==> src/tape_reader_defines.svh <==
`ifndef TAPE_READER_DEFINES_SVH
`define TAPE_READER_DEFINES_SVH

// Register byte addresses.
`define REG_CONFIG        32'h0000_0000
`define REG_STATUS        32'h0000_0004

// Configuration word layout.
`define CFG_SYNC          0
`define CFG_INVERT        1
`define CFG_LEVELS_LO     2
`define CFG_INTERVAL_LO   8
`define CFG_HEADER_LO     16
`define CONFIG_RESET      32'h000a_0b0c

// Status word layout.
`define ST_VER_ALARM      0
`define ST_FEED_ALARM     1
`define ST_DELETE         2
`define ST_STOP           3
`define ST_ON_LINE        4
`define ST_COUNT_LO       8

// Answers on the register bus.
`define RESP_OKAY         2'h0
`define RESP_SLVERR       2'h2

// Pin vector layout: switch make contacts, break contacts, then the rest.
`define NUM_PINS          13
`define NUM_SW            5
`define SW_STOP           0
`define SW_STEP_READ      1
`define SW_STEP           2
`define SW_VER_RESET      3
`define SW_FEED_RESET     4
`define PIN_BREAK_LO      5
`define PIN_VER_ERR       10
`define PIN_FEED_ERR      11
`define PIN_BIT_CLK       12

// Bit counter figures.
`define LOAD_START_STOP   4'h0
`define LOAD_SYNC         4'h1
`define DATA_COUNT_MAX    4'h8
`define MIN_LEVELS        4'h5
`define MIN_PULSE_SS      5'h06
`define MIN_PULSE_SYNC    5'h05
`define MAX_PULSE         5'h10

`endif

==> src/tape_reader_pkg.sv <==
`include "tape_reader_defines.svh"

package tape_reader_pkg;

  typedef struct packed {
    logic [3:0] count;
    logic [7:0] storage;
    logic       serial;
    logic       char_step;
  } conv_state_t;

  typedef struct packed {
    logic [`NUM_PINS-1:0] s1;
    logic [`NUM_PINS-1:0] s2;
    logic [`NUM_PINS-1:0] s3;
    logic [`NUM_PINS-1:0] pin;
    logic [`NUM_SW-1:0]   sw;
    logic                 hdr_prev;
    logic                 delete_latch;
    logic                 step_read_latch;
    logic                 stepped;
    logic                 ver_alarm;
    logic                 feed_alarm;
    logic                 reader_stop;
    logic                 header_step;
    logic                 reader_step;
    logic                 step_read_pulse;
    logic                 restart_guard;
    logic                 alarm_active;
    logic                 on_line_lamp;
    logic                 cfg_sync;
    logic                 cfg_invert;
    logic [1:0]           cfg_levels;
    logic [4:0]           cfg_interval;
    logic [4:0]           cfg_header;
    logic                 aw_full;
    logic [31:0]          aw_addr;
    logic                 w_full;
    logic [31:0]          w_data;
    logic [3:0]           w_strb;
    logic                 bvalid;
    logic [1:0]           bresp;
    logic                 rvalid;
    logic [31:0]          rdata;
    logic [1:0]           rresp;
  } main_state_t;

endpackage

==> src/serializer_if.sv <==
`timescale 1ns/100ps

interface serializer_if;
  logic       bit_fall;
  logic [7:0] char_data;
  logic       sync_mode;
  logic       invert;
  logic [1:0] levels;
  logic [4:0] interval;
  logic [4:0] header_n;
  logic       header_seq;
  logic       serial_out;
  logic       char_step;
  logic [7:0] par_out;
  logic [3:0] count;

  modport ctrl (
    output bit_fall, char_data, sync_mode, invert, levels, interval,
           header_n, header_seq,
    input  serial_out, char_step, par_out, count
  );
  modport conv (
    input  bit_fall, char_data, sync_mode, invert, levels, interval,
           header_n, header_seq,
    output serial_out, char_step, par_out, count
  );
endinterface

==> src/tape_serializer.sv <==
`timescale 1ns/100ps
`include "tape_reader_defines.svh"

module tape_serializer #(
  parameter int LEVELS = 8
) (
  // Clock and reset
  input wire logic    aclk,
  input wire logic    aresetn,
  // Control side
  serializer_if.conv  cv
);

  if (LEVELS < 5 || LEVELS > 8) begin : g_bad_levels
    $error("tape_serializer: LEVELS must be 5 to 8");
  end

  tape_reader_pkg::conv_state_t st;
  tape_reader_pkg::conv_state_t next_st;

  // Pulse number on which the counter reloads, held inside the legal range.
  function automatic logic [4:0] clamp_pulse(input logic [4:0] n,
                                             input logic       sync);
    logic [4:0] lo;
    lo = sync ? `MIN_PULSE_SYNC : `MIN_PULSE_SS;
    if (n < lo)
      clamp_pulse = lo;
    else if (n > `MAX_PULSE)
      clamp_pulse = `MAX_PULSE;
    else
      clamp_pulse = n;
  endfunction

  // Serial level for a count; a mark is 1.
  function automatic logic bit_select(input logic [3:0] cnt,
                                      input logic [7:0] store,
                                      input logic       sync,
                                      input logic [1:0] lv,
                                      input logic       inv);
    logic [3:0] idx;
    logic [3:0] used;
    idx  = cnt - 4'h1;
    used = `MIN_LEVELS + {2'h0, lv};
    if (used > 4'(LEVELS))
      used = 4'(LEVELS);
    if (cnt == 4'h0)
      bit_select = sync;
    else if (cnt > `DATA_COUNT_MAX)
      bit_select = 1'b1;
    else if (idx >= used)
      bit_select = 1'b1;
    else
      bit_select = store[idx[2:0]] ^ inv;
  endfunction

  always_comb begin
    logic [4:0] target;
    logic [3:0] probe;
    target = 5'h00;
    probe  = 4'h0;
    next_st = st;
    next_st.char_step = 1'b0;
    target = cv.header_seq ? clamp_pulse(cv.header_n, cv.sync_mode)
                           : clamp_pulse(cv.interval, cv.sync_mode);
    // Start-stop reloads one count earlier than synchronous for a pulse.
    probe = cv.sync_mode ? st.count : st.count + 4'h1;
    if (cv.bit_fall) begin
      if (probe == target[3:0]) begin
        next_st.count = cv.sync_mode ? `LOAD_SYNC
                                     : `LOAD_START_STOP;
        next_st.storage   = cv.char_data;
        next_st.char_step = 1'b1;
      end else begin
        next_st.count = st.count + 4'h1;
      end
      next_st.serial = bit_select(next_st.count, next_st.storage,
                                  cv.sync_mode, cv.levels, cv.invert);
    end
  end

  always_ff @(posedge aclk) begin
    if (!aresetn) begin
      st.count     <= `LOAD_START_STOP;
      st.storage   <= 8'h00;
      st.serial    <= 1'b1;
      st.char_step <= 1'b0;
    end else begin
      st <= next_st;
    end
  end

  assign cv.serial_out = st.serial;
  assign cv.char_step  = st.char_step;
  assign cv.par_out    = st.storage;
  assign cv.count      = st.count;

endmodule

==> src/tape_reader_control_serializer.sv <==
// Behaviour
// - Falling header-complete clears the header-delete latch while on-line.
// - Cleared latch drops delete mode; steps go to the reader.
// - Stop switch with on-line raises reader stop, blocking sequence steps.
// - Operator switches pass a set-reset latch to remove bounce.
// - Step-read rise during reader stop latches and emits one step pulse.
// - Manual steps blocked when stop normal and on-line; else passed.
// - Passed manual steps reach the step driver with sequence steps.
// - Stop release after manual stepping sends restart guard to verifier.
// - Verifier and tape-feed alarm latches set by errors while on-line.
// - A set alarm lights its lamp and drives combined alarm.
// - An alarm reset switch clears its latch and lamp.
// - On-line lamp follows the on-line signal.
// - Converter serialises a five to eight level parallel character.
// - Bit rate comes only from the supplied bit clock.
// - One reader step pulse per transmitted character.
// - Stored character also offered on a parallel output.
// - Four-stage counter reloads at the count chosen by interval select, or by the header count during a message header sequence.
// - Reload clears upper stages; lowest stage set only in synchronous.
// - Counter advances on falling edges of the bit clock.
// - Counter value selects which stored level drives the serial line.
// - Reload value is 0000 start-stop and 0001 synchronous.
// - Counts above eight send mark until the next reload.
// - Reload pulse selectable, sixth or fifth through sixteenth.
`timescale 1ns/100ps
`include "tape_reader_defines.svh"

module tape_reader_control_serializer (
  // Clock and reset
  input  wire logic        aclk,
  input  wire logic        aresetn,
  // Register bus write address
  input  wire logic [31:0] awaddr,
  input  wire logic [2:0]  awprot,
  input  wire logic        awvalid,
  output logic             awready,
  // Register bus write data
  input  wire logic [31:0] wdata,
  input  wire logic [3:0]  wstrb,
  input  wire logic        wvalid,
  output logic             wready,
  // Register bus write response
  output logic [1:0]       bresp,
  output logic             bvalid,
  input  wire logic        bready,
  // Register bus read address
  input  wire logic [31:0] araddr,
  input  wire logic [2:0]  arprot,
  input  wire logic        arvalid,
  output logic             arready,
  // Register bus read data
  output logic [31:0]      rdata,
  output logic [1:0]       rresp,
  output logic             rvalid,
  input  wire logic        rready,
  // Sequence control logic
  input  wire logic        on_line,
  input  wire logic        header_complete,
  input  wire logic        header_delete_set,
  input  wire logic        message_header_sequence,
  input  wire logic        seq_step,
  output logic             delete_mode,
  output logic             reader_stop,
  output logic             header_step,
  // Operator switch contacts, error pins and bit clock
  input  wire logic [4:0]  sw_make,
  input  wire logic [4:0]  sw_break,
  input  wire logic        verifier_err,
  input  wire logic        feed_err,
  input  wire logic        bit_clk,
  // Reader driver and verifier
  input  wire logic [7:0]  char_data,
  output logic             reader_step,
  output logic             step_read_pulse,
  output logic             restart_guard,
  output logic             alarm_active,
  // Lamps
  output logic             verifier_lamp,
  output logic             feed_lamp,
  output logic             on_line_lamp,
  // Converter outputs
  output logic             serial_out,
  output logic             char_step,
  output logic [7:0]       par_out
);

  tape_reader_pkg::main_state_t st;
  tape_reader_pkg::main_state_t next_st;

  serializer_if             cv ();

  logic [`NUM_PINS-1:0] pins;
  logic [`NUM_PINS-1:0] agree;
  logic [`NUM_PINS-1:0] pin_now;
  logic                 bit_fall;
  logic [3:0]           conv_count;

  // Bus protection bits carry no meaning for this block.
  logic                 prot_unused;
  assign prot_unused = ^{awprot, arprot};

  assign pins = {bit_clk, feed_err, verifier_err, sw_break, sw_make};

  // A filtered pin only moves once the second and third stages agree, so a
  // level caught mid-change never reaches the latches.
  assign agree    = ~(st.s2 ^ st.s3);
  assign pin_now  = (st.pin & ~agree) | (st.s3 & agree);
  assign bit_fall = st.pin[`PIN_BIT_CLK] & ~pin_now[`PIN_BIT_CLK];

  // Configuration image as software sees it.
  function automatic logic [31:0] cfg_image(
      input tape_reader_pkg::main_state_t s);
    logic [31:0] v;
    v = 32'h0000_0000;
    v[`CFG_SYNC]                          = s.cfg_sync;
    v[`CFG_INVERT]                        = s.cfg_invert;
    v[`CFG_LEVELS_LO+1:`CFG_LEVELS_LO]     = s.cfg_levels;
    v[`CFG_INTERVAL_LO+4:`CFG_INTERVAL_LO] = s.cfg_interval;
    v[`CFG_HEADER_LO+4:`CFG_HEADER_LO]     = s.cfg_header;
    cfg_image = v;
  endfunction

  // Status image as software sees it.
  function automatic logic [31:0] status_image(
      input tape_reader_pkg::main_state_t s,
      input logic [3:0] cnt,
      input logic       online);
    logic [31:0] v;
    v = 32'h0000_0000;
    v[`ST_VER_ALARM]                  = s.ver_alarm;
    v[`ST_FEED_ALARM]                 = s.feed_alarm;
    v[`ST_DELETE]                     = s.delete_latch;
    v[`ST_STOP]                       = s.reader_stop;
    v[`ST_ON_LINE]                    = online;
    v[`ST_COUNT_LO+3:`ST_COUNT_LO]     = cnt;
    status_image = v;
  endfunction

  always_comb begin
    logic [`NUM_SW-1:0] mk;
    logic [`NUM_SW-1:0] bk;
    logic [`NUM_SW-1:0] sw_rise;
    logic [`NUM_SW-1:0] sw_fall;
    logic               hdr_fall;
    logic               stop_on;
    logic               manual_ok;
    logic               manual;
    logic               seq_reader;
    logic [31:0]        cfg;
    logic [31:0]        merged;
    mk         = '0;
    bk         = '0;
    sw_rise    = '0;
    sw_fall    = '0;
    hdr_fall   = 1'b0;
    stop_on    = 1'b0;
    manual_ok  = 1'b0;
    manual     = 1'b0;
    seq_reader = 1'b0;
    cfg        = 32'h0000_0000;
    merged     = 32'h0000_0000;
    next_st    = st;

    // Three-stage synchroniser and filtered levels.
    next_st.s1  = pins;
    next_st.s2  = st.s1;
    next_st.s3  = st.s2;
    next_st.pin = pin_now;

    // Each switch has a make and a break contact; bounce on one contact
    // cannot move the latch while the other still holds it.
    mk = pin_now[`NUM_SW-1:0];
    bk = pin_now[`PIN_BREAK_LO+`NUM_SW-1:`PIN_BREAK_LO];
    next_st.sw = (st.sw | (mk & ~bk)) & ~(bk & ~mk);
    sw_rise    = next_st.sw & ~st.sw;
    sw_fall    = st.sw & ~next_st.sw;

    // Header-delete latch; a new set outranks a clear in the same cycle.
    next_st.hdr_prev = header_complete;
    hdr_fall = st.hdr_prev & ~header_complete;
    if (hdr_fall && on_line)
      next_st.delete_latch = 1'b0;
    if (header_delete_set)
      next_st.delete_latch = 1'b1;

    // Reader stop blocks both step destinations.
    stop_on = next_st.sw[`SW_STOP];
    next_st.reader_stop = stop_on & on_line;
    next_st.header_step = seq_step & st.delete_latch
                          & ~next_st.reader_stop;
    seq_reader = seq_step & ~st.delete_latch
                 & ~next_st.reader_stop;

    // Step-read: one pulse per press; the latch waits for the release.
    next_st.step_read_pulse = 1'b0;
    if (sw_rise[`SW_STEP_READ] && next_st.reader_stop
        && !st.step_read_latch) begin
      next_st.step_read_latch = 1'b1;
      next_st.step_read_pulse = 1'b1;
    end else if (sw_fall[`SW_STEP_READ] || !next_st.reader_stop) begin
      // Leaving reader stop hands stepping back to the sequence pulses.
      next_st.step_read_latch = 1'b0;
    end

    // Manual step is held while the reader runs on incoming pulses.
    manual_ok = ~(~stop_on & on_line);
    manual    = sw_rise[`SW_STEP] & manual_ok;
    next_st.reader_step = seq_reader | manual
                          | next_st.step_read_pulse;

    // Restart guard only after a manual step while stopped.
    next_st.restart_guard = 1'b0;
    if (manual && stop_on)
      next_st.stepped = 1'b1;
    if (sw_fall[`SW_STOP]) begin
      next_st.restart_guard = on_line & ~next_st.sw[`SW_STEP]
                              & st.stepped;
      next_st.stepped = 1'b0;
    end

    // Alarms: an error in the clearing cycle still sets the latch.
    if (sw_rise[`SW_VER_RESET])
      next_st.ver_alarm = 1'b0;
    if (sw_rise[`SW_FEED_RESET])
      next_st.feed_alarm = 1'b0;
    if (pin_now[`PIN_VER_ERR] && on_line)
      next_st.ver_alarm = 1'b1;
    if (pin_now[`PIN_FEED_ERR] && on_line)
      next_st.feed_alarm = 1'b1;
    next_st.alarm_active = next_st.ver_alarm | next_st.feed_alarm;
    next_st.on_line_lamp = on_line;

    // Register bus: address and data are caught in either order.
    if (awvalid && awready) begin
      next_st.aw_full = 1'b1;
      next_st.aw_addr = awaddr;
    end
    if (wvalid && wready) begin
      next_st.w_full = 1'b1;
      next_st.w_data = wdata;
      next_st.w_strb = wstrb;
    end
    if (st.bvalid && bready)
      next_st.bvalid = 1'b0;
    if (st.aw_full && st.w_full && !st.bvalid) begin
      next_st.aw_full = 1'b0;
      next_st.w_full  = 1'b0;
      next_st.bvalid  = 1'b1;
      next_st.bresp   = `RESP_OKAY;
      if (st.aw_addr == `REG_CONFIG) begin
        cfg = cfg_image(st);
        for (int b = 0; b < 4; b++) begin
          merged[b*8 +: 8] = st.w_strb[b] ? st.w_data[b*8 +: 8]
                                          : cfg[b*8 +: 8];
        end
        next_st.cfg_sync     = merged[`CFG_SYNC];
        next_st.cfg_invert   = merged[`CFG_INVERT];
        next_st.cfg_levels   = merged[`CFG_LEVELS_LO+1:`CFG_LEVELS_LO];
        next_st.cfg_interval = merged[`CFG_INTERVAL_LO+4:`CFG_INTERVAL_LO];
        next_st.cfg_header   = merged[`CFG_HEADER_LO+4:`CFG_HEADER_LO];
      end else if (st.aw_addr != `REG_STATUS) begin
        next_st.bresp = `RESP_SLVERR;
      end
    end

    if (st.rvalid && rready)
      next_st.rvalid = 1'b0;
    if (arvalid && arready) begin
      next_st.rvalid = 1'b1;
      next_st.rresp  = `RESP_OKAY;
      if (araddr == `REG_CONFIG) begin
        next_st.rdata = cfg_image(st);
      end else if (araddr == `REG_STATUS) begin
        next_st.rdata = status_image(st, conv_count, on_line);
      end else begin
        next_st.rdata = 32'h0000_0000;
        next_st.rresp = `RESP_SLVERR;
      end
    end
  end

  // Configuration fields reset from one packed word, so the reset image and
  // the readback layout cannot drift apart.
  always_ff @(posedge aclk) begin
    if (!aresetn) begin
      st <= '0;
      st.cfg_sync     <= 1'(`CONFIG_RESET >> `CFG_SYNC);
      st.cfg_invert   <= 1'(`CONFIG_RESET >> `CFG_INVERT);
      st.cfg_levels   <= 2'(`CONFIG_RESET >> `CFG_LEVELS_LO);
      st.cfg_interval <= 5'(`CONFIG_RESET >> `CFG_INTERVAL_LO);
      st.cfg_header   <= 5'(`CONFIG_RESET >> `CFG_HEADER_LO);
    end else begin
      st <= next_st;
    end
  end

  // Converter wiring.
  assign cv.bit_fall   = bit_fall;
  assign cv.char_data  = char_data;
  assign cv.sync_mode  = st.cfg_sync;
  assign cv.invert     = st.cfg_invert;
  assign cv.levels     = st.cfg_levels;
  assign cv.interval   = st.cfg_interval;
  assign cv.header_n   = st.cfg_header;
  assign cv.header_seq = message_header_sequence;
  assign conv_count    = cv.count;

  tape_serializer #(
    .LEVELS (8)
  ) u_serializer (
    .aclk    (aclk),
    .aresetn (aresetn),
    .cv      (cv.conv)
  );

  // Bus handshakes.
  assign awready = ~st.aw_full & ~st.bvalid;
  assign wready  = ~st.w_full & ~st.bvalid;
  assign bvalid  = st.bvalid;
  assign bresp   = st.bresp;
  assign arready = ~st.rvalid;
  assign rvalid  = st.rvalid;
  assign rdata   = st.rdata;
  assign rresp   = st.rresp;

  // Block outputs, all from flip-flops.
  assign delete_mode     = st.delete_latch;
  assign reader_stop     = st.reader_stop;
  assign header_step     = st.header_step;
  assign reader_step     = st.reader_step;
  assign step_read_pulse = st.step_read_pulse;
  assign restart_guard   = st.restart_guard;
  assign alarm_active    = st.alarm_active;
  assign verifier_lamp   = st.ver_alarm;
  assign feed_lamp       = st.feed_alarm;
  assign on_line_lamp    = st.on_line_lamp;
  assign serial_out      = cv.serial_out;
  assign char_step       = cv.char_step;
  assign par_out         = cv.par_out;

endmodule

==> config.mk <==
export PLATFORM = sky130hd
export DESIGN_NAME = tape_reader_control_serializer
export DESIGN_NICKNAME = d
export VERILOG_FILES = /design/src/tape_reader_pkg.sv /design/src/serializer_if.sv /design/src/tape_serializer.sv /design/src/tape_reader_control_serializer.sv
export VERILOG_INCLUDE_DIRS = /design/src
export SDC_FILE = /design/constraint.sdc
export NUM_CORES = 1
export LEC_CHECK = 0
export BUFFER_PORTS_ARGS = -buffer_cell sky130_fd_sc_hd__buf_2
export CAP_MARGIN = 20
export CORE_ASPECT_RATIO = 0.9
export CORE_MARGIN = 2
export CORE_UTILIZATION = 56
export CTS_BUF_LIST = sky130_fd_sc_hd__clkbuf_16
export DETAILED_ROUTE_END_ITERATION = 8
export PLACE_DENSITY = 0.92
export SKIP_LAST_GASP = 1
export SLEW_MARGIN = 10
export SYNTH_ARGS = -nofsm -noshare
export SYNTH_HDL_FRONTEND = slang
export SYNTH_SLANG_ARGS = --single-unit
==> constraint.sdc <==
create_clock -name aclk -period 8 [get_ports aclk]
set_clock_uncertainty 0.05 [all_clocks]
set_input_delay 2.4 -clock aclk [delete_from_list [all_inputs] [get_ports aclk]]
set_output_delay 2.4 -clock aclk [all_outputs]
set_load 0.005 [all_outputs]
# Word-level counts from Yosys, hierarchy flattened

Index checks and enable logic that the tools add are counted.

Bits in latches: 0
Memory bits (writable): 0
Memories: 0
Flip-flop bits (word level): 194
Word-level logic and storage cells: 167
Bits of input ports: 139
Bits in read-only memories: 0

Bitwise logic cells: 46
Shift-type cells: 0
Div/mod/pow operators: 0
Add/subtract/negate cells: 3
Equality and inequality tests: 3
Muxes and demuxes: 39
Multiply operators: 0
Reduce and logical (&&, ||, !) cells: 31
Order comparisons: 8

Operators with widths:

| cell                                                              | number |
|---|---|
| 32-bit zero test                                                  | 2 |
| 4-bit two-way mux                                                 | 10 |
| 35-bit two-way mux                                                | 1 |
| 32-bit by 3-bit == test with 1-bit output (second input constant) | 1 |
| 32-bit by 3-bit != test with 1-bit output (second input constant) | 1 |
| 13-bit AND                                                        | 2 |
| 13-bit inverter                                                   | 2 |
| 21-bit two-way mux                                                | 1 |
| 5-bit AND                                                         | 4 |
| 5-bit inverter                                                    | 4 |
| 1-bit two-way mux                                                 | 17 |
| 8-bit two-way mux                                                 | 2 |
| 1-bit AND                                                         | 13 |
| 1-bit logical AND                                                 | 13 |
| 13-bit bitwise OR                                                 | 1 |
| 13-bit bitwise XOR                                                | 1 |
| 12-bit two-way mux                                                | 1 |
| 1-bit inverter                                                    | 12 |
| 5-bit greater-than comparator (second input constant)             | 2 |
| 5-bit by 3-bit < comparator with 1-bit output                     | 2 |
| 2-bit two-way mux                                                 | 5 |
| 3-bit AND reduction                                               | 3 |
| 4-bit greater-than comparator (second input constant)             | 2 |
| 2-bit nonzero test                                                | 4 |
| other kinds (18)                                                  | 24 |

# Longest topological paths before layout

Depth in word-level cells: 15
Depth in mapped cells: 20

# By module

A second synthesis with hierarchy kept.

Cells, all modules: 785
Area total of the unflattened synthesis: 7171.9 um2

By module, submodules not included:

| module                         | times used | area each (um2) | sequential area each (um2) | cells each |
|---|---|---|---|---|
| tape_reader_control_serializer | 1          | 5901.9          | 3083.0                     | 637 |
| tape_serializer                | 1          | 1270.0          | 280.3                      | 148 |

# Least setup slack after synthesis

No wires, ideal clock.

Path type: input-to-reg
Start point: input port message_header_sequence
End point: register u_serializer.st, in the netlist u_serializer.cv.serial_out
Buffers on the path: 1
Library setup time: 133 ps
Data required time: 7817 ps
Slack: 2552 ps
Stages: 17
Data arrival time: 5265 ps
Path through: or2_4 o221a_4 a2111oi_4 or3_1 buf_2 nor2_1 a21oi_1 inv_1 ha_1 inv_1 ha_1 a21oi_1 nor2b_1 o21ai_0 nand4b_1 nor2_1 a22oi_1

Word-level cells in the longest chain between the ends: 11

RTL lines:

| what                                        | line                                 | source |
|---|---|---|
| start: declaration                          | tape_reader_control_serializer.sv:60 | `input wire logic message_header_sequence,` |
| 4-bit two-way mux (*)                       | tape_serializer.sv:63                | `target = cv.header_seq ? clamp_pulse(cv.header_n, cv.sync_mode)` |
| 4-bit == test (*)                           | tape_serializer.sv:68                | `if (probe == target[3:0]) begin` |
| 4-bit two-way mux                           | tape_serializer.sv:68                |  |
| 4-bit two-way mux                           | tape_serializer.sv:67                | `if (cv.bit_fall) begin` |
| 4-bit by 1-bit subtractor with 4-bit output | tape_serializer.sv:42                | `idx = cnt - 4'h1;` |
| 1-bit binary-select mux with 3-bit select   | tape_serializer.sv:53                | `bit_select = store[idx[2:0]] ^ inv;` |
| 1-bit two-way mux (implied by the code)     | tape_serializer.sv:53                |  |
| 1-bit bitwise XOR                           | tape_serializer.sv:53                |  |
| 1-bit two-way mux                           | tape_serializer.sv:50                | `else if (idx >= used)` |
| 1-bit two-way mux                           | tape_serializer.sv:48                | `` else if (cnt > `DATA_COUNT_MAX) `` |
| 1-bit two-way mux (*)                       | tape_serializer.sv:46                | `if (cnt == 4'h0)` |
| end signal: assignment                      | tape_serializer.sv:88                | `st <= next_st;` |
| end: declaration                            | tape_serializer.sv:18                | `tape_reader_pkg::conv_state_t st;` |

Every way passes the cells marked *; elsewhere a longest branch is shown, timed or not. The select of a mux whose other input is x is not followed.
A chain may end at the register's enable or synchronous reset.

# Worst setup path in the final report

Same ends and word-level chain as after synthesis.

==> results.json <==
{
  "r2r_slack_ns": 3.08,
  "cpLargestDelayFamily": "compound AO/OA/AOI/OAI gates",
  "critPathKind": "in2reg",
  "coreArea_um2": 12000,
  "post_cts_buffers": 0,
  "area_delta_synth_final_pct": 18.5,
  "tightestPinTransition_ns": 1.07,
  "synth.largest_area_cell": "dfxtp_1",
  "ant_nets": 0,
  "crit_path_start_kind": "input pin",
  "root_buffer": "clkbuf_16",
  "cp_slowest_cell": "a2111oi_4",
  "clock_latency_ns": 0.42,
  "critical-path-max-stage-delay_ns": 0.53,
  "placementRows": 38,
  "startpoint": "message_header_sequence",
  "timing.final.crit_share": 0.708,
  "syn_avg_cell_area_um2": 8.81,
  "nFillCells": 967,
  "synth_edf_count": 0,
  "yosysTopAreaCellShare": 0.491,
  "drcViolationCount": 0,
  "power_density_nw_per_um2": 227,
  "synth_seq_cells": 168,
  "htree_levels": 4,
  "cp.required_ns": 8.22,
  "grt_start_max_net_pins": 65,
  "whs_ns": 0.385,
  "endpoint": "u_serializer.cv.serial_out",
  "r2r_cells": 18,
  "clkSinkCount": 168,
  "viasPerCell": 5.23,
  "synth_most_common_cell": "dfxtp_1",
  "post_route_cells_drive_above_1_share": 0.227,
  "grt_pass1_vias": 5341,
  "fmax_ghz": 0.176,
  "io_pins": 200,
  "hold_viol": 0,
  "cp_cell_sequence": "buf_2 -> or2_4 -> o221a_4 -> a2111oi_4 -> or3_1 -> nor2_1 -> a21oi_1 -> inv_1 -> ha_1 -> inv_1 -> ha_1 -> a21oi_1 -> nor2b_1 -> o21ai_0 -> nand4b_1 -> nor2_1 -> a22oi_1",
  "path_clk_slew_ns": 0.06,
  "finalSetupTns_ns": 0,
  "path_depth": 17,
  "synth_flop_cell": "dfxtp_1",
  "rr_startpoint": "cv.sync_mode",
  "rsz0062_at_grt": "false",
  "synth_common_cells": "dfxtp_1, nand2_1, a21oi_1",
  "first_pass_iters": 5,
  "drtIter0Drc": 304,
  "finalInstanceArea_um2": 8120,
  "synthTopCellsByArea": "dfxtp_1, nand2_1, a21oi_1, and2_1, buf_4",
  "dieArea_um2": 13100,
  "post_cts_resized": 0,
  "max-vdd-ir-drop_mv": 0.194,
  "cts_tree": "built",
  "path_buf_inv": 3,
  "cp-end-kind": "flop",
  "portBuffers": 155,
  "wl_per_cell_um": 14.1,
  "leakagePower_uw": 0.00364,
  "antenna_found_initial": 1,
  "synthesis.area_um2": 6860,
  "setup_violations": 0,
  "cts_made_buffers": 17,
  "ctsHoldBuffers": 0,
  "outcome": "finished clean",
  "syn_inst": 778,
  "r2r-end": "u_serializer.cv.serial_out",
  "drv_cap": 0,
  "num_vias": 5608,
  "grt_pass1_wl_um": 24400,
  "ys_types": 50,
  "relSlewSlack": 0.287,
  "grt_overflow": 0,
  "gp_congestion": 0.873,
  "drv_slew": 0,
  "diodes": 0,
  "cts_max_path_buffers": 2,
  "hp-class": "reg2reg",
  "yosys_warnings": 0,
  "nNetsFinal": 1049,
  "die_x_um": 121,
  "fin_util": 0.678,
  "wl_um": 15100,
  "die_height_um": 109,
  "finalCriticalPeriod_ns": 5.67,
  "async_reset_ff_frac": 0,
  "place_hpwl_um": 10300,
  "placed_cell_area_um2": 7510,
  "path_max_fanout": 9,
  "start_util": 0.572,
  "grt_usage": 0.232,
  "seq_area_frac_synth": 0.491,
  "cp_data_arrival_time_ns": 5.89
}
[metrics by stage]
stage	setup WS, ns	instances	power (uW)
detailed placement	1.97	1041	1020
finish	2.33	1072	1850
floorplan	2.55	796	974
global placement	2.09	1041	1010
CTS	2.36	1072	1860
global route	2.03	1072	1920
[worst min path at each step]
| stage | depth (start not counted) | start | endpoint |
|---|---|---|---|
| floorplan | 1 | next_st[166] | next_st[153] |
| global placement | 1 | next_st[175] | next_st[162] |
| detailed placement | 1 | next_st[170] | next_st[157] |
| CTS | 1 | next_st[170] | next_st[157] |
| global route | 1 | next_st[174] | next_st[161] |
| finish | 1 | next_st[170] | next_st[157] |
[report_power, final]
part,internal (uW),total [uW],leakage [uW],switching [uW]
Combinational,50.5,121,0.00196,70.2
Sequential,865,880,0.00137,14.4
Clock,499,847,0.000303,348
Total,1420,1850,0.00364,433
[metal layers]
| metal | track usage | share of wire | up-vias |
|---|---|---|---|
| li1 | - | - | 2811 |
| met1 | 0.281 | 0.43 | 2613 |
| met2 | 0.391 | 0.49 | 155 |
| met3 | 0.0628 | 0.060 | 27 |
| met4 | 0.101 | 0.015 | 2 |
| met5 | 0 | 0.0011 | - |
[worst register-to-register path: stages (launching register included)]
cell and delay, ns:
dfxtp_1 0.90, ha_1 0.37, a31oi_1 0.35, or2_4 0.21, o22ai_1 0.12, a2111oi_4 0.52
or3_1 0.35, nor2_1 0.09, a21oi_1 0.24, inv_1 0.08, ha_1 0.41, inv_1 0.12
ha_1 0.31, a21oi_1 0.14, nor2b_1 0.06, o21ai_0 0.15, nand4b_1 0.12, nor2_1 0.13
a22oi_1 0.08
[cells by family (layout without fill, tap and decap cells)]
kind of cell	after synthesis	in the layout	synth area share
AND/OR/NAND/NOR	319	319	0.220
flip-flops	168	168	0.491
AO/OA/AOI/OAI	141	141	0.126
buffers and inverters	88	204	0.0692
multiplexers	33	33	0.0496
adder cells (fa/ha/maj)	17	17	0.0285
XOR/XNOR	11	11	0.0152
other	1	19	0.000547
[layout make-up]
type	count	area (um2)	share of cell area
repair buffers	158	798	0.0983
multi-input cells	540	3090	0.381
inverters	15	56.3	0.00693
clock buffers	17	425	0.0524
well taps	160	200	0.0246
clock inverters	14	188	0.0231
flip-flops and latches	168	3360	0.414
[cells in the final DEF, fill, tap and decap left out, drive strengths merged, types with 4 or more instances in the layout]
master  instances
maj3            7
mux2i          25
mux2            8
nor2b          15
nor2           54
clkinv          5
nand3           8
conb           19
inv            21
o21a            4
a211oi         10
clkbuf         17
nand2         144
dfxtp         168
nor3            6
a22oi          17
a21oi          76
nor4           17
ha             10
o21ai          17
and2           54
nand2b          4
buf           158
xnor2           8
[state kept, by name (all words and copies together) (netlist names), 2 cells and up]
name,flops
st,85
rdata,15
cv.header_n,5
cv.levels,2
next_st,26
u_serializer.cv.par_out,8
cv.interval,5
u_serializer.cv.count,4
Note: power is estimated with default switching activity, not from simulation.
